### config.mk
export PLATFORM = sky130hd
export DESIGN_NAME = ucr_rx_top
export DESIGN_NICKNAME = d
export VERILOG_FILES = /design/src/ucr_pkg.sv /design/src/ucr_stream_if.sv /design/src/ucr_rx_top.sv /design/src/ucr_sync2.sv /design/src/ucr_fifo.sv
export SDC_FILE = /design/constraint.sdc
export NUM_CORES = 1
export LEC_CHECK = 0
export BUFFER_PORTS_ARGS = -buffer_cell sky130_fd_sc_hd__buf_2
export CELL_PAD_IN_SITES_DETAIL_PLACEMENT = 0
export CELL_PAD_IN_SITES_GLOBAL_PLACEMENT = 1
export CORE_MARGIN = 4
export CORE_UTILIZATION = 56
export DETAILED_ROUTE_END_ITERATION = 10
export PLACE_DENSITY = 0.9
export SLEW_MARGIN = 20
export SYNTH_ARGS = -nofsm -noshare
export SYNTH_HDL_FRONTEND = slang
export SYNTH_SLANG_ARGS = --single-unit
### constraint.sdc
create_clock -name clk_i -period 5.7 [get_ports clk_i]
set_input_delay 0.285 -clock clk_i [delete_from_list [all_inputs] [get_ports clk_i]]
set_output_delay 0.285 -clock clk_i [all_outputs]
set_load 0.02 [all_outputs]
### src/ucr_pkg.sv
// ucr_pkg: constants, types and helpers for the uart receive clock/data recovery block
// assumes: one system clock, a baud sample tick at 16x (or 8x in double speed) from outside

package ucr_pkg;

  // ****************************************
  // widths and depths
  // ****************************************
  localparam int unsigned DATA_W     = 10;
  localparam int unsigned WORD_W     = 11;
  localparam int unsigned FIFO_DEPTH = 8;
  localparam int unsigned FE_POS     = 10;

  // ****************************************
  // sampling figures
  // ****************************************
  localparam logic [4:0] SPB_NORM     = 5'h10;
  localparam logic [4:0] SPB_DBL      = 5'h08;
  localparam logic [4:0] SF_NORM      = 5'h08;
  localparam logic [4:0] SF_DBL       = 5'h04;
  localparam logic [4:0] VOTE_SPAN    = 5'h02;
  localparam logic [4:0] SAMPLE_FIRST = 5'h01;
  localparam logic [4:0] SAMPLE_IDLE  = 5'h00;

  localparam logic [3:0] LEN_MIN  = 4'h5;
  localparam logic [3:0] LEN_MAX  = 4'hA;
  localparam logic [3:0] BIT_ZERO = 4'h0;
  localparam logic [3:0] BIT_ONE  = 4'h1;

  typedef enum logic [1:0] {
    ST_IDLE  = 2'b00,
    ST_START = 2'b01,
    ST_DATA  = 2'b10,
    ST_STOP  = 2'b11
  } ucr_state_t;

  // two of three wins
  function automatic logic maj3(input logic a, input logic b, input logic c);
    maj3 = (a & b) | (a & c) | (b & c);
  endfunction : maj3

endpackage : ucr_pkg

### src/ucr_stream_if.sv
// ucr_stream_if: valid/ready word stream between the recovery core and its fifo
// assumes: both ends on the same clock
`timescale 1ns/1ps

interface ucr_stream_if;
  logic                       valid;
  logic                       ready;
  logic [ucr_pkg::WORD_W-1:0] data;

  modport src (output valid, output data, input ready);
  modport snk (input valid, input data, output ready);
endinterface : ucr_stream_if

### src/ucr_rx_top.sv
// ucr_rx_top: start-bit qualification, clock recovery and majority-vote data recovery
// assumes: sample_tick_i pulses one cycle at 16x baud (8x when double_speed_sel_i is high);
// assumes: frame length (data plus parity) is steady while a frame is in flight
`timescale 1ns/1ps

module ucr_rx_top (
  input  wire logic                        clk_i,
  input  wire logic                        rst_n_i,
  input  wire logic                        rxd_i,
  input  wire logic                        sample_tick_i,
  input  wire logic                        double_speed_sel_i,
  input  wire logic [3:0]                  char_len_i,
  output logic                             rx_valid_o,
  input  wire logic                        rx_ready_i,
  output logic [ucr_pkg::DATA_W-1:0]       rx_data_o,
  output logic                             frame_error_flag_o,
  output logic                             overrun_o,
  output logic                             busy_o
);

  // ****************************************
  // declarations
  // ****************************************
  ucr_pkg::ucr_state_t        state_ff;
  ucr_pkg::ucr_state_t        nxt_state;
  logic                       rxd_s;
  logic                       line_prev_ff;
  logic                       dbl_ff;
  logic [3:0]                 len_ff;
  logic [4:0]                 cnt_ff;
  logic [4:0]                 nxt_cnt;
  logic [1:0]                 vote_ff;
  logic [3:0]                 bit_ff;
  logic [ucr_pkg::DATA_W-1:0] shreg_ff;
  logic                       pend_ff;
  logic [ucr_pkg::WORD_W-1:0] word_ff;
  logic                       ovr_ff;
  logic [ucr_pkg::WORD_W-1:0] fifo_word;

  ucr_stream_if               frm_if ();

  // ****************************************
  // input synchroniser and output fifo
  // ****************************************
  ucr_sync2 u_sync (
    .clk_i   (clk_i),
    .rst_n_i (rst_n_i),
    .async_i (rxd_i),
    .sync_o  (rxd_s)
  );

  ucr_fifo #(
    .WIDTH (ucr_pkg::WORD_W),
    .DEPTH (ucr_pkg::FIFO_DEPTH)
  ) u_fifo (
    .clk_i       (clk_i),
    .rst_n_i     (rst_n_i),
    .in_if       (frm_if),
    .out_valid_o (rx_valid_o),
    .out_ready_i (rx_ready_i),
    .out_data_o  (fifo_word)
  );

  // error bit stays with its own word until that word is read
  assign rx_data_o          = fifo_word[ucr_pkg::DATA_W-1:0];
  assign frame_error_flag_o = fifo_word[ucr_pkg::FE_POS];
  assign frm_if.valid       = pend_ff;
  assign frm_if.data        = word_ff;
  assign overrun_o          = ovr_ff;
  assign busy_o             = (state_ff != ucr_pkg::ST_IDLE);

  // ****************************************
  // mode and length decoding
  // ****************************************
  // mode latched per frame so a mid-frame change cannot skew the count
  wire       dbl_now   = (state_ff == ucr_pkg::ST_IDLE) ? double_speed_sel_i : dbl_ff;
  wire [4:0] spb       = dbl_now ? ucr_pkg::SPB_DBL : ucr_pkg::SPB_NORM;
  wire [4:0] s_first   = dbl_now ? ucr_pkg::SF_DBL : ucr_pkg::SF_NORM;
  wire [4:0] s_last    = s_first + ucr_pkg::VOTE_SPAN;
  // out-of-range lengths are clamped rather than trusted
  wire [3:0] len_clamp = (char_len_i < ucr_pkg::LEN_MIN) ? ucr_pkg::LEN_MIN :
                         (char_len_i > ucr_pkg::LEN_MAX) ? ucr_pkg::LEN_MAX : char_len_i;

  // ****************************************
  // sample counter and voting
  // ****************************************
  // tick spacing is the receiver's whole share of the rate budget, no slack here
  // counter walks states 1..spb, the state number is the sample number
  wire [4:0] samp_nxt = (cnt_ff == spb) ? ucr_pkg::SAMPLE_FIRST : cnt_ff + ucr_pkg::SAMPLE_FIRST;
  wire       in_win   = (samp_nxt >= s_first) && (samp_nxt <= s_last);
  wire       is_dec   = sample_tick_i && (state_ff != ucr_pkg::ST_IDLE) && (samp_nxt == s_last);
  wire       vote     = ucr_pkg::maj3(vote_ff[1], vote_ff[0], rxd_s);
  wire       fall     = sample_tick_i && (state_ff == ucr_pkg::ST_IDLE)
                        && line_prev_ff && !rxd_s;
  wire       last_bit = ((bit_ff + ucr_pkg::BIT_ONE) == len_ff);
  wire       stop_dec = is_dec && (state_ff == ucr_pkg::ST_STOP);
  wire [3:0] shamt    = ucr_pkg::LEN_MAX - len_ff;
  wire [ucr_pkg::DATA_W-1:0] data_al = shreg_ff >> shamt;

  // ****************************************
  // recovery state machine
  // ****************************************
  always_comb begin
    nxt_state = state_ff;
    case (state_ff)
      ucr_pkg::ST_IDLE: begin
        if (fall) begin
          nxt_state = ucr_pkg::ST_START;
        end
      end
      ucr_pkg::ST_START: begin
        if (is_dec) begin
          // high majority is noise, otherwise timing is now locked to this edge
          nxt_state = vote ? ucr_pkg::ST_IDLE : ucr_pkg::ST_DATA;
        end
      end
      ucr_pkg::ST_DATA: begin
        if (is_dec && last_bit) begin
          nxt_state = ucr_pkg::ST_STOP;
        end
      end
      ucr_pkg::ST_STOP: begin
        // back to idle straight after the stop vote; later stop bits are never looked at
        if (is_dec) begin
          nxt_state = ucr_pkg::ST_IDLE;
        end
      end
      default: begin
        nxt_state = ucr_pkg::ST_IDLE;
      end
    endcase
  end

  always_comb begin
    nxt_cnt = cnt_ff;
    if (fall) begin
      nxt_cnt = ucr_pkg::SAMPLE_FIRST;
    end else if (sample_tick_i && (state_ff != ucr_pkg::ST_IDLE)) begin
      nxt_cnt = (nxt_state == ucr_pkg::ST_IDLE) ? ucr_pkg::SAMPLE_IDLE : samp_nxt;
    end
  end

  always_ff @(posedge clk_i) begin
    if (!rst_n_i) begin
      state_ff     <= ucr_pkg::ST_IDLE;
      cnt_ff       <= ucr_pkg::SAMPLE_IDLE;
      line_prev_ff <= 1'b1;
    end else begin
      state_ff     <= nxt_state;
      cnt_ff       <= nxt_cnt;
      line_prev_ff <= sample_tick_i ? rxd_s : line_prev_ff;
    end
  end

  // frame settings captured at the edge, re-done each frame
  always_ff @(posedge clk_i) begin
    if (!rst_n_i) begin
      dbl_ff <= 1'b0;
      len_ff <= ucr_pkg::LEN_MAX;
    end else if (fall) begin
      dbl_ff <= double_speed_sel_i;
      len_ff <= len_clamp;
    end
  end

  // ****************************************
  // centre samples, bit count, shift register
  // ****************************************
  always_ff @(posedge clk_i) begin
    if (!rst_n_i) begin
      vote_ff <= 2'b11;
    end else if (sample_tick_i && in_win) begin
      vote_ff <= {vote_ff[0], rxd_s};
    end
  end

  always_ff @(posedge clk_i) begin
    if (!rst_n_i) begin
      bit_ff   <= ucr_pkg::BIT_ZERO;
      shreg_ff <= '0;
    end else if (fall) begin
      bit_ff   <= ucr_pkg::BIT_ZERO;
    end else if (is_dec && (state_ff == ucr_pkg::ST_DATA)) begin
      bit_ff   <= bit_ff + ucr_pkg::BIT_ONE;
      shreg_ff <= {vote, shreg_ff[ucr_pkg::DATA_W-1:1]};
    end
  end

  // ****************************************
  // frame hand-off to the fifo
  // ****************************************
  // one holding word; a second frame finishing while it waits is dropped
  wire hold_busy = pend_ff && !frm_if.ready;

  always_ff @(posedge clk_i) begin
    if (!rst_n_i) begin
      pend_ff <= 1'b0;
      word_ff <= '0;
      ovr_ff  <= 1'b0;
    end else begin
      ovr_ff <= stop_dec && hold_busy;
      if (stop_dec && !hold_busy) begin
        pend_ff <= 1'b1;
        word_ff <= {~vote, data_al};
      end else if (pend_ff && frm_if.ready) begin
        pend_ff <= 1'b0;
      end
    end
  end

  // ****************************************
  // check helpers
  // ****************************************
  // kept apart from cnt_ff so the spacing checks do not lean on the counter they judge
  logic [4:0]                 gap_ff;
  logic [4:0]                 nxt_gap;
  logic [3:0]                 dec_n_ff;
  logic [3:0]                 nxt_dec_n;

  always_comb begin
    nxt_gap   = gap_ff;
    nxt_dec_n = dec_n_ff;
    if (fall) begin
      nxt_gap   = '0;
      nxt_dec_n = ucr_pkg::BIT_ZERO;
    end else if (is_dec) begin
      nxt_gap   = '0;
      nxt_dec_n = dec_n_ff + ucr_pkg::BIT_ONE;
    end else if (sample_tick_i && (state_ff != ucr_pkg::ST_IDLE)) begin
      nxt_gap   = gap_ff + ucr_pkg::SAMPLE_FIRST;
    end
  end

  always_ff @(posedge clk_i) begin
    if (!rst_n_i) begin
      gap_ff   <= '0;
      dec_n_ff <= ucr_pkg::BIT_ZERO;
    end else begin
      gap_ff   <= nxt_gap;
      dec_n_ff <= nxt_dec_n;
    end
  end
endmodule : ucr_rx_top

### src/ucr_sync2.sv
// ucr_sync2: two-flop synchroniser for the asynchronous serial line
// assumes: line idles high, so both flops reset high
`timescale 1ns/1ps

module ucr_sync2 (
  input  wire logic clk_i,
  input  wire logic rst_n_i,
  input  wire logic async_i,
  output logic      sync_o
);
  logic meta_ff;
  logic sync_ff;

  // first flop feeds only the second
  always_ff @(posedge clk_i) begin
    if (!rst_n_i) begin
      meta_ff <= 1'b1;
      sync_ff <= 1'b1;
    end else begin
      meta_ff <= async_i;
      sync_ff <= meta_ff;
    end
  end

  assign sync_o = sync_ff;
endmodule : ucr_sync2

### src/ucr_fifo.sv
// ucr_fifo: flop-based word fifo with valid/ready on both sides
// assumes: single clock, depth a power of two
`timescale 1ns/1ps

module ucr_fifo #(
  parameter int unsigned WIDTH = ucr_pkg::WORD_W,
  parameter int unsigned DEPTH = ucr_pkg::FIFO_DEPTH
) (
  input  wire logic             clk_i,
  input  wire logic             rst_n_i,
  ucr_stream_if.snk             in_if,
  output logic                  out_valid_o,
  input  wire logic             out_ready_i,
  output logic [WIDTH-1:0]      out_data_o
);
  localparam int unsigned AW = $clog2(DEPTH);

  logic [WIDTH-1:0] mem_ff [DEPTH];
  logic [AW-1:0]    wr_ff;
  logic [AW-1:0]    rd_ff;
  logic [AW:0]      cnt_ff;
  wire              full  = (cnt_ff == (AW+1)'(DEPTH));
  wire              empty = (cnt_ff == '0);
  wire              push  = in_if.valid & ~full;
  wire              pop   = out_ready_i & ~empty;

  assign in_if.ready = ~full;
  assign out_valid_o = ~empty;
  assign out_data_o  = mem_ff[rd_ff];

  // each entry loads only when the write index points at it
  for (genvar i = 0; i < DEPTH; i++) begin : g_mem
    always_ff @(posedge clk_i) begin
      if (push && (wr_ff == AW'(i))) begin
        mem_ff[i] <= in_if.data;
      end
    end
  end

  always_ff @(posedge clk_i) begin
    if (!rst_n_i) begin
      wr_ff  <= '0;
      rd_ff  <= '0;
      cnt_ff <= '0;
    end else begin
      wr_ff  <= push ? wr_ff + AW'(1) : wr_ff;
      rd_ff  <= pop ? rd_ff + AW'(1) : rd_ff;
      cnt_ff <= cnt_ff + (AW+1)'(push) - (AW+1)'(pop);
    end
  end
endmodule : ucr_fifo

; ---- After elaboration in Yosys (flattened, before gate mapping)
; Memory sizes are Yosys's and may differ from the RTL's. A register that Yosys moved wholly into a read port is not among the register bits.
; Index checks and enable logic that the tools add are counted.
[classes]
reduce_logical = 40
magnitude_cmp = 4
n_bitwise = 12
shifts = 1
n_eq_ne = 14
n_mux = 56
add_sub_neg = 8
[op_table]
columns = cell, n
row1 = $mux 11, 7
row2 = $reduce_or 11->1, 7
row3 = $mux 1, 28
row4 = $mux 3, 9
row5 = $logic_and 1x1->1, 22
row6 = $mux 5, 3
row7 = $eq 3x3->1 const B, 4
row8 = $mux 4, 3
row9 = $eq 5x5->1, 2
row10 = $mux 2, 5
row11 = $shr 10x4->10, 1
row12 = $pmux 2 s4, 1
row13 = $add 3x1->3 const B, 2
row14 = $eq 3x2->1 const B, 2
row15 = $reduce_bool 2->1, 3
row16 = $add 4x2->5 const B, 1
row17 = $add 5x1->5 const B, 1
row18 = $and 1x1->1, 5
row19 = $ge 5x4->1, 1
row20 = $le 5x5->1, 1
row21 = $not 1->1, 5
row22 = $add 4x1->4, 1
row23 = $add 4x1->4 const B, 1
row24 = $eq 2x2->1 const B, 2
row25 = 15 further kinds, 18
[totals]
elab_cells = 153
mem_count = 1
mem_bits_rw = 88
output_inout_bits = 14
register_bits = 54
input_bits = 10
[memory_table]
columns = memory, words, word_bits, read_ports, rd_clocked_by_memory_dff, write_ports, line_no
row1 = u_fifo.mem_ff, 8, 11, 1, 1, 1, ucr_fifo.sv:18  ; logic [WIDTH-1:0] mem_ff [DEPTH];

; ---- Logic depth before layout (Yosys ltp)
; Gate-level depths: netlist of run 1.
[depth]
ltp_word = 14
depth_mapped = 15

; ---- Modules after synthesis
; A second synthesis of run 1 with hierarchy kept.
[unflattened]
hier_cells = 478
hier_area_um2 = 6572.6
[by_module_without_submodules]
columns = mod, cells_per_inst, seq_area_each_um2, area_per_inst_um2, instances
row1 = ucr_fifo, 208, 2902.8, 4157.7, 1
row2 = ucr_rx_top, 266, 840.8, 2362.3, 1
row3 = ucr_sync2, 4, 40.0, 52.6, 1

; ---- Worst setup path after synthesis of run 1
; No wires, ideal clock.
[synth_timing]
kind = register to register
from = register cnt_ff[0]
to = register word_ff, in the netlist frm_if.data[6]
setup_slack_ps = 2960
setup_ps = 70
required_ps = 5630
stages_incl_launch_ff = 14
arrival_time_ps = 2671
n_path_buf = 1
path_cell_list = dfxtp_1 inv_1 ha_1 and4bb_2 nand3_4 nand3_1 ha_1 and4_1 nand2_1 and4bb_1 buf_6 nand4b_4 or3_1 a21boi_1
[synth_via]
elab_chain_len = 6
[synth_lines]
columns = element, line_no
row1 = start: declaration, ucr_rx_top.sv:30  ; logic [4:0] cnt_ff;
row2 = start signal: assignment, ucr_rx_top.sv:146  ; cnt_ff <= ucr_pkg::SAMPLE_IDLE;
row3 = start signal: assignment, ucr_rx_top.sv:150  ; cnt_ff <= nxt_cnt;
row4 = $add 5x1->5 / $eq 5x5->1 (equally long branches), ucr_rx_top.sv:89  ; wire [4:0] samp_nxt = (cnt_ff == spb) ? ucr_pkg::SAMPLE_FIRST : cnt_ff + ucr_pkg::SAMPLE_FIRST;
row5 = $mux 5 (*), ucr_rx_top.sv:89
row6 = $eq 5x5->1 (*), ucr_rx_top.sv:91  ; wire is_dec = sample_tick_i && (state_ff != ucr_pkg::ST_IDLE) && (samp_nxt == s_last);
row7 = $logic_and 1x1->1 (*), ucr_rx_top.sv:91
row8 = $logic_and 1x1->1 (*), ucr_rx_top.sv:96  ; wire stop_dec = is_dec && (state_ff == ucr_pkg::ST_STOP);
row9 = $logic_and 1x1->1 (*), ucr_rx_top.sv:202  ; if (stop_dec && !hold_busy) begin
row10 = end signal: assignment, ucr_rx_top.sv:204  ; word_ff <= {~vote, data_al};
row11 = end: declaration, ucr_rx_top.sv:36  ; logic [ucr_pkg::WORD_W-1:0] word_ff;
; Every way passes the cells marked *; elsewhere a longest branch is shown, timed or not.
; A chain may end at the register's enable or synchronous reset.

; ---- Worst setup path after layout of run 1
[layout_timing]
from = register state_ff[1]
to = register bit_ff[2]
[layout_via]
elab_chain_len = 8
[layout_lines]
columns = element, line_no
row1 = start: declaration, ucr_rx_top.sv:24  ; ucr_pkg::ucr_state_t state_ff;
row2 = start signal: assignment, ucr_rx_top.sv:145  ; state_ff <= ucr_pkg::ST_IDLE;
row3 = start signal: assignment, ucr_rx_top.sv:149  ; state_ff <= nxt_state;
row4 = "parallel branches: the longest is 8 deep, another holds $add 4x2->5", -
row5 = end signal: assignment, ucr_rx_top.sv:179  ; bit_ff <= ucr_pkg::BIT_ZERO;
row6 = end signal: assignment, ucr_rx_top.sv:182  ; bit_ff <= ucr_pkg::BIT_ZERO;
row7 = end signal: assignment, ucr_rx_top.sv:184  ; bit_ff <= bit_ff + ucr_pkg::BIT_ONE;
row8 = end: declaration, ucr_rx_top.sv:33  ; logic [3:0] bit_ff;
; Several ways; the timed one is not identified.

==> results of run 1 <==
kinds of logic (layout without fill, tap and decap cells):
family / Yosys count / in the layout / share of synthesized area
AO/OA/AOI/OAI: 58 / 58 / 0.05894
XOR/XNOR: 18 / 18 / 0.02427
adder cells (fa/ha/maj): 23 / 23 / 0.04507
buffers and inverters: 45 / 78 / 0.03525
flip-flops: 145 / 145 / 0.5824
multiplexers: 59 / 59 / 0.1456
AND/OR/NAND/NOR: 124 / 124 / 0.1084
layout make-up:
class / instances / area [µm²]
clock inverter: 14 / 106.4
fill: 848 / 4179
clock buffer: 18 / 429.2
inverter: 21 / 78.83
tap: 143 / 178.9
sequential: 145 / 3784
multi-input combinational: 282 / 2484
timing repair buffer: 25 / 130.1
layer usage:
metal | wire [µm] | global-route usage | vias up
li1 | - | - | 1790
met1 | 4828 | 0.2218 | 1830
met2 | 5782 | 0.3067 | 51
met3 | 285 | 0.04856 | 8
met4 | 127 | 0.06419 | 0
met5 | 0 | 0 | -
cell usage after synthesis (4+ instances only):
cell type / number
edfxtp_1: 88
dfxtp_1: 57
nand2_1: 47
mux4_2: 27
ha_1: 21
inv_1: 20
mux2i_1: 18
o21ai_0: 15
clkbuf_1: 14
mux2_2: 14
nor2b_1: 12
a21boi_0: 11
xnor2_1: 11
a21oi_1: 9
and2_1: 9
and3_1: 9
nand3_1: 9
nor2_1: 9
xor2_1: 7
or3_1: 6
nand4_1: 4
o211a_1: 4
stage by stage:
step	setup slack, ps	std cells	utilization
2_1_floorplan	2960	472	-
6_report	2394	648	0.6324
4_1_cts	2386	648	0.6324
3_3_place_gp	2520	616	0.5853
5_1_grt	2127	648	0.6324
3_5_place_dp	2412	616	0.5853
power breakdown:
group          switching, mW  internal, mW
Clock                  0.420         0.560
Combinational          0.208         0.205
Sequential            0.0334          1.13
sequential cells by signal, indices dropped and copies added (netlist names), 2 cells and up, named ones only:
signal         cells
u_fifo.wr_ff       3
shreg_ff          10
cnt_ff             5
u_fifo.rd_ff       3
bit_ff             4
len_ff             4
u_fifo.cnt_ff      4
u_fifo.mem_ff     88
vote_ff            2
state_ff           2
frm_if.data       11
worst reg2reg max path, delay by kind of cell (launching register included):
family	cells	cell delay [ps]
adder cells (fa/ha/maj)	1	280
AO/OA/AOI/OAI	2	370
flip-flops	1	450
AND/OR/NAND/NOR	8	2140
layout by cell type (no fill, tap or decap), types with 12 or more instances in the layout:
master / count
mux2_2: 14
dfxtp_1: 57
nand2_1: 47
nor2b_1: 12
inv_1: 20
clkbuf_16: 17
ha_1: 21
o21ai_0: 15
edfxtp_1: 88
mux4_2: 27
mux2i_1: 18
buf_2: 23
how the worst max path moves through the flow:
stage	startpoint	to	slack, ps	depth (start not counted)
finish	state_ff[1]	bit_ff[2]	2390	11
global route	state_ff[1]	bit_ff[2]	2130	11
CTS	state_ff[1]	bit_ff[2]	2390	11
detailed placement	state_ff[1]	bit_ff[2]	2410	11
global placement	state_ff[1]	bit_ff[2]	2520	11
floorplan	cnt_ff[0]	frm_if.data[6]	2960	13
==> results.yml, run 1 <==
run_status:
  status: "finished, final reports clean"
critical_path:
  worst-path-max-fanout: 16
  slowest_stage: "and4bb_1"
  crit_top_cell: "nand2_1"
  timing_worst_setup_path_type: "flip-flop to flip-flop"
  ff2ff_path_depth: 11
  r2r_end: "bit_ff[2]"
  cp.required_ps: 6040
  arrival_ps: 3640
  crit_chain: "or3b_4, a21o_2, nand2_1, nor2_1, ha_1, and4_1, nand2_1, and4bb_1, nand3b_4, or3_1, a21oi_1"
  r2r_slack_ps: 2390
  regToRegStartpoint: "state_ff[1]"
  path_delay_family: "simple AND/OR/NAND/NOR gates"
  end_kind: "flip-flop"
  cpPeakStageDelay_ps: 500
  path_buf_inv: 0
  worstSetupStartpointType: "flip-flop"
sta:
  finClkSkew_ps: 11.18
  tightest_slew_ps: 1011
  slew_headroom: 0.3250
  finalCriticalPeriod_ps: 3306
  drv_slew: 0
  setup_tns_ps: 0
  rsz0062_at_grt: "no"
  setup_violations: 0
  period_share: 0.5800
  whs_ps: 79.84
  fmax_ghz: 0.3025
  hold_viol_final: 0
clock_network:
  clock_path_buffers: 2
  htree_levels: 4
  cts_resized: 0
  cts_tree: "built"
  clkTransAtPathRegs_ps: 60
  clkLatencyLatePin_ps: 410
  cts_made_buffers: 17
  post_cts_buffers: 0
  clock-sinks: 145
  cts_hold_buf: 0
  cts-root-buf: "clkbuf_16"
pwr:
  power_mw: 2.554
  p_per_area_mw_per_mm2: 355.2
  ir_drop_mv: 0.2474
  p_leak_nw: 2.750
global_routing:
  track_usage: 0.1798
  first_global_vias: 3644
  grt_start_max_net_pins: 48
  overflow: 0
  grt_pass1_wl_um: 18230
  grt_antenna_before_repair: 0
synth:
  ys_warn_count: 0
  ys_seq_elements: 145
  synth_top_area_share: 0.4068
  synthTopCellsByArea: "edfxtp_1 41%, dfxtp_1 18%, mux4_2 9.4%, ha_1 4.0%, mux2i_1 2.8%"
  yosys.area.top_type: "edfxtp_1"
  syn_inst: 472
  synth_ff_type: "edfxtp_1"
  synth-edff-count: 88
  async_flop_share: 0
  synth.avg_cell_area_um2: 13.76
  synth.net_count: 504
  ys_seq_area_frac: 0.5824
  ys_types: 58
  synth_area_mm2: 0.006496
route:
  vias: 3679
  vias_per_cell: 5.677
  drtIter0Drc: 235
  wire_per_inst_um: 17.01
  drcViolationCount: 0
  ant_nets: 0
  drt-total-wl_um: 11020
  drt_first_pass_iters: 4
floorplan:
  std_cell_rows: 39
  core-area_mm2: 0.01137
  die_h_um: 115.7
  die_area_mm2: 0.01339
  die_w_um: 115.7
  ioPinCount: 24
  start_util: 0.5714
layout:
  layout-drive-gt1-share: 0.2119
  n_antenna_cell: 0
  layout-area-overhead-vs-synth_pct: 10.69
  fin_area_mm2: 0.007191
  finish.net_count: 524
placed_design:
  gp_congestion: 0.8386
  dp_hpwl_um: 7332
  place_area_mm2: 0.006655
  portBuffers: 23
flow_run:
  cap_viol_max_count: 0
hold_path:
  min_path_type: "input pin to flip-flop"
  holdPathStages: 2
  worstHoldEndpoint: "u_sync.meta_ff"
  hp-start: "rxd_i"
Power figures use the tool's default switching activity.
==> run 2, diff against run 1 <==
Settings changed: CORE_UTILIZATION 56 to 47, PLACE_DENSITY 0.9 to 0.81.
Clock period 5.7 ns to 2.9 ns, I/O delays scaled along.
==> results.yml, run 2 (synthesis gave the netlist of run 1 again) <==
clock_network:
  clock_path_buffers: 2
  clock-sinks: 145
  htree_levels: 4
  cts-root-buf: "clkbuf_16"
  cts_made_buffers: 17
  clkLatencyLatePin_ps: 410
  cts_tree: "built"
  clkTransAtPathRegs_ps: 60
sta:
  tightest_slew_ps: 763.2
  fmax_ghz: 0.3614
  slew_headroom: 0.4876
  finClkSkew_ps: 6.331
  setup_violations: 0
  worst_slack_ps: 132.7
  drv_slew: 0
  hold_viol_final: 0
  finalCriticalPeriod_ps: 2767
  whs_ps: 28.10
  period_share: 0.9543
placed_design:
  dp_hpwl_um: 7713
  portBuffers: 23
  place_area_mm2: 0.006787
  dp_slack_ps: 36.58
  place_inst: 661
  gp_congestion: 0.8365
floorplan:
  die_area_mm2: 0.01577
  die_h_um: 125.6
  std_cell_rows: 42
  ioPinCount: 24
  die_w_um: 125.6
  core-area_mm2: 0.01340
  start_util: 0.4848
layout:
  fin_area_mm2: 0.007425
  n_antenna_cell: 0
  layout-drive-gt1-share: 0.2385
  fin_cells: 696
  utilization: 0.5541
  layout_commonest_cell: "edfxtp_1"
  max_flop_register: "u_fifo.mem_ff"
  largest_reg_flops: 88
  final_cell_mix: "88 x edfxtp_1, 57 x dfxtp_1, 46 x nand2_1"
  finish.net_count: 539
  layout-area-overhead-vs-synth_pct: 14.29
critical_path:
  arrival_ps: 3100
  cpPeakStageDelay_ps: 410
  cp.required_ps: 3230
  path_delay_family: "simple AND/OR/NAND/NOR gates"
  end_kind: "flip-flop"
  crit_chain: "or3b_4, a21o_4, nand2_4, nor2_2, ha_1, and4_1, nand2_1, and4bb_2, buf_6, nand3b_4, or3_1, a21oi_1"
  timing_worst_setup_path_type: "flip-flop to flip-flop"
  slowest_stage: "or3b_4"
  path_buf_inv: 1
  worstSetupStartpointType: "flip-flop"
  worst-path-max-fanout: 5
global_routing:
  first_global_vias: 3775
  track_usage: 0.1582
  grt_pass1_wl_um: 19440
  grt_antenna_before_repair: 0
  overflow: 0
  grt_start_max_net_pins: 48
route:
  ant_nets: 0
  drt_first_pass_iters: 4
  drtIter0Drc: 224
  vias: 3715
  vias_per_cell: 5.338
  drt-total-wl_um: 11570
  drcViolationCount: 0
  wire_per_inst_um: 16.62
hold_path:
  min_path_type: "input pin to flip-flop"
pwr:
  p_leak_nw: 2.839
  ir_drop_mv: 0.3065
  p_per_area_mw_per_mm2: 693.6
run_status:
  status: "finished, final reports clean"
flow_run:
  cap_viol_max_count: 0
[run 2: changes by cell type in the layout (fill, tap and decap cells not counted), sizes merged]
cell,previous run,this run
clkinv,6,5
clkinvlp,4,3
bufinv,0,1
buf,25,39
clkbuf,18,23
dlygate4sd3,0,1
inv,25,21
[run 2: power by group]
group / switching (mW) / total [mW] / internal, mW
logic: 0.454 / 0.868 / 0.414
registers: 0.0317 / 2.25 / 2.21
clock network: 0.791 / 2.04 / 1.24
[run 2: final timing paths]
check	slack, ps	start	end	cells after the start
hold reg to reg	410	u_sync.meta_ff	u_sync.sync_o	1
setup / recovery	130	state_ff[0]	bit_ff[3]	12
setup reg to reg	130	state_ff[0]	bit_ff[3]	12
hold / removal	30	double_speed_sel_i	dbl_ff	3
[run 2: cell type report]
cell class / instances / area [µm²]
fillers: 1102 / 5976
flip-flops and latches: 145 / 3784
multi-input cells: 282 / 2527
clock buffers: 23 / 478.0
repair buffers: 40 / 252.7
well taps: 176 / 220.2
clock inverters: 9 / 83.83
inverters: 21 / 78.83
[run 2: tightest hold or removal path: stages]
cell	delay, ps
buf_2	90
mux2i_1	60
nor2b_1	100
[run 2: what timing repair did]
action / CTS / global route
hold buffers: 1 / 0
hold endpoints to repair: 1 / 0
endpoints found under the setup margin: 0 / 22
resized for setup: 0 / 12
setup buffers: 0 / 2
[run 2: metrics by stage]
stage / TNS, ps / total power [mW]
6_report: 0 / 5.150
5_1_grt: -3.416 / 5.406
4_1_cts: 0 / 5.209
3_5_place_dp: 0 / 3.172
3_3_place_gp: 0 / 3.150
2_1_floorplan: 0 / 2.972
[run 2: routing by layer]
| layer | vias up | part of all wire | track usage |
|---|---|---|---|
| li1 | 1822 | - | - |
| met1 | 1824 | 0.43 | 0.1974 |
| met2 | 63 | 0.52 | 0.2646 |
| met3 | 6 | 0.043 | 0.04947 |
| met4 | 0 | 0.0071 | 0.04911 |
| met5 | - | 0 | 0 |
==> run 3, diff against run 2 <==
Settings changed: PLACE_DENSITY 0.81 to 0.78.
==> results.yml, run 3 (synthesis gave the netlist of run 1 again) <==
layout:
  multiInputGateArea_mm2: 0.002520
  layout-area-overhead-vs-synth_pct: 14.27
  largest_reg_flops: 88
  final-seq-area_mm2: 0.003784
  n_antenna_cell: 0
  max_flop_register: "u_fifo.mem_ff"
  layout_commonest_cell: "edfxtp_1"
  fin_cells: 696
  layout-drive-gt1-share: 0.2404
  final_cell_mix: "88 x edfxtp_1, 57 x dfxtp_1, 46 x nand2_1"
  fill_cells: 1095
  finish.net_count: 539
critical_path:
  timing_worst_setup_path_type: "flip-flop to flip-flop"
  worstSetupStartpointType: "flip-flop"
  arrival_ps: 3100
  end_kind: "flip-flop"
  regToRegStartpoint: "state_ff[1]"
  r2r_slack_ps: 110
  cp.required_ps: 3210
  worst-path-max-fanout: 12
  ff2ff_path_depth: 11
  r2r_end: "frm_if.data[0]"
clock_network:
  cts_tree: "built"
  clock-sinks: 145
  clkTransAtPathRegs_ps: 60
  cts-root-buf: "clkbuf_16"
  clkLatencyLatePin_ps: 420
  htree_levels: 4
  clock_path_buffers: 2
  cts_made_buffers: 17
sta:
  setup_tns_ps: 0
  fmax_ghz: 0.3580
  finClkSkew_ps: 10.12
  setup_violations: 0
  slew_headroom: 0.4551
  period_share: 0.9632
  worst_slack_ps: 106.6
  hold_viol_final: 0
  drv_slew: 0
  finalCriticalPeriod_ps: 2793
  whs_ps: 27.36
  tightest_slew_ps: 811.5
placed_design:
  portBuffers: 23
  dp_slack_ps: 6.169
  dp_hpwl_um: 7578
  place_inst: 663
  gp_congestion: 0.8175
route:
  drcViolationCount: 0
  wl_met3_um: 494
  drtIter0Drc: 252
  drt-total-wl_um: 11660
  ant_nets: 0
  wl_met2_um: 5905
  met1_length_um: 5086
  wire_per_inst_um: 16.75
  drt_first_pass_iters: 4
  routed.top_layer: "met4"
  vias: 3721
  vias_per_cell: 5.346
floorplan:
  ioPinCount: 24
  die_h_um: 125.6
  die_area_mm2: 0.01577
  die_w_um: 125.6
  core-area_mm2: 0.01340
  std_cell_rows: 42
  start_util: 0.4848
hold_path:
  holdPathStages: 3
  worstHoldEndpoint: "dbl_ff"
  hp-start: "double_speed_sel_i"
  min_path_type: "input pin to flip-flop"
global_routing:
  grt_antenna_before_repair: 0
  grt_pass1_wl_um: 19180
  track_usage: 0.1572
  overflow: 0
  grt_start_max_net_pins: 47
  first_global_vias: 3733
flow_run:
  cap_viol_max_count: 0
pwr:
  p_per_area_mw_per_mm2: 699.8
  ir_drop_mv: 0.3409
  p_leak_nw: 2.846
run_status:
  status: "finished, final reports clean"
run 3: changes by cell type in the layout (fill, tap and decap cells not counted), sizes merged:
cell	previous run	this run
inv	21	22
clkinvlp	3	2
clkinv	5	9
clkbuf	23	18
bufinv	1	2
run 3: worst max-delay path, cell delays in order (launching register included):
cell	delay [ps]
dfxtp_1	310
or3b_4	430
a21o_4	240
nand2_2	70
nor2_2	50
ha_1	290
and4_1	200
nand2_1	60
and4bb_4	350
and4b_4	330
o311ai_0	180
o211a_1	170
run 3: metrics by stage:
| step | power, mW | instance area (µm²) | utilization |
|---|---|---|---|
| final | 5.195 | 7423 | 0.5540 |
| after global routing | 5.443 | 7423 | 0.5540 |
| after CTS | 5.255 | 7380 | 0.5507 |
| after detailed placement | 3.165 | 6802 | 0.5076 |
| after global placement | 3.148 | 6802 | 0.5076 |
| after floorplan | 2.972 | 6496 | - |
run 3: how the worst max path moves through the flow:
stage | cells past startpoint | endpoint | start
after global placement | 13 | shreg_ff[4] | state_ff[1]
final | 11 | frm_if.data[0] | state_ff[1]
after detailed placement | 13 | shreg_ff[3] | state_ff[1]
after floorplan | 13 | frm_if.data[6] | cnt_ff[0]
after global routing | 13 | bit_ff[3] | cnt_ff[0]
after CTS | 13 | shreg_ff[7] | state_ff[1]
run 3: repair_timing:
item	in CTS	in global routing
gates cloned	0	0
gates resized for setup	1	9
hold buffers	1	0
endpoints found under the setup margin	4	17
pin swaps	0	1
setup buffers	0	0
endpoints found under the hold margin	1	0
run 3: routing by layer:
| layer | vias up | global-route usage |
|---|---|---|
| met5 | - | 0 |
| met4 | 0 | 0.05548 |
| met3 | 18 | 0.04520 |
| met2 | 67 | 0.2561 |
| met1 | 1819 | 0.2018 |
| li1 | 1817 | - |
run 3: final cells by class:
class / count / share of cell area
Inverter: 21 / 0.01062
Clock buffer: 18 / 0.05781
Sequential cell: 145 / 0.5097
Clock inverter: 14 / 0.01871
Tap cell: 176 / 0.02966
Timing Repair Buffer: 40 / 0.03405
Multi-Input combinational cell: 282 / 0.3395
run 3: where the power goes:
part	internal, mW	switching, mW	total, mW
clock network	1.26	0.827	2.09
logic	0.411	0.449	0.860
registers	2.21	0.0330	2.25
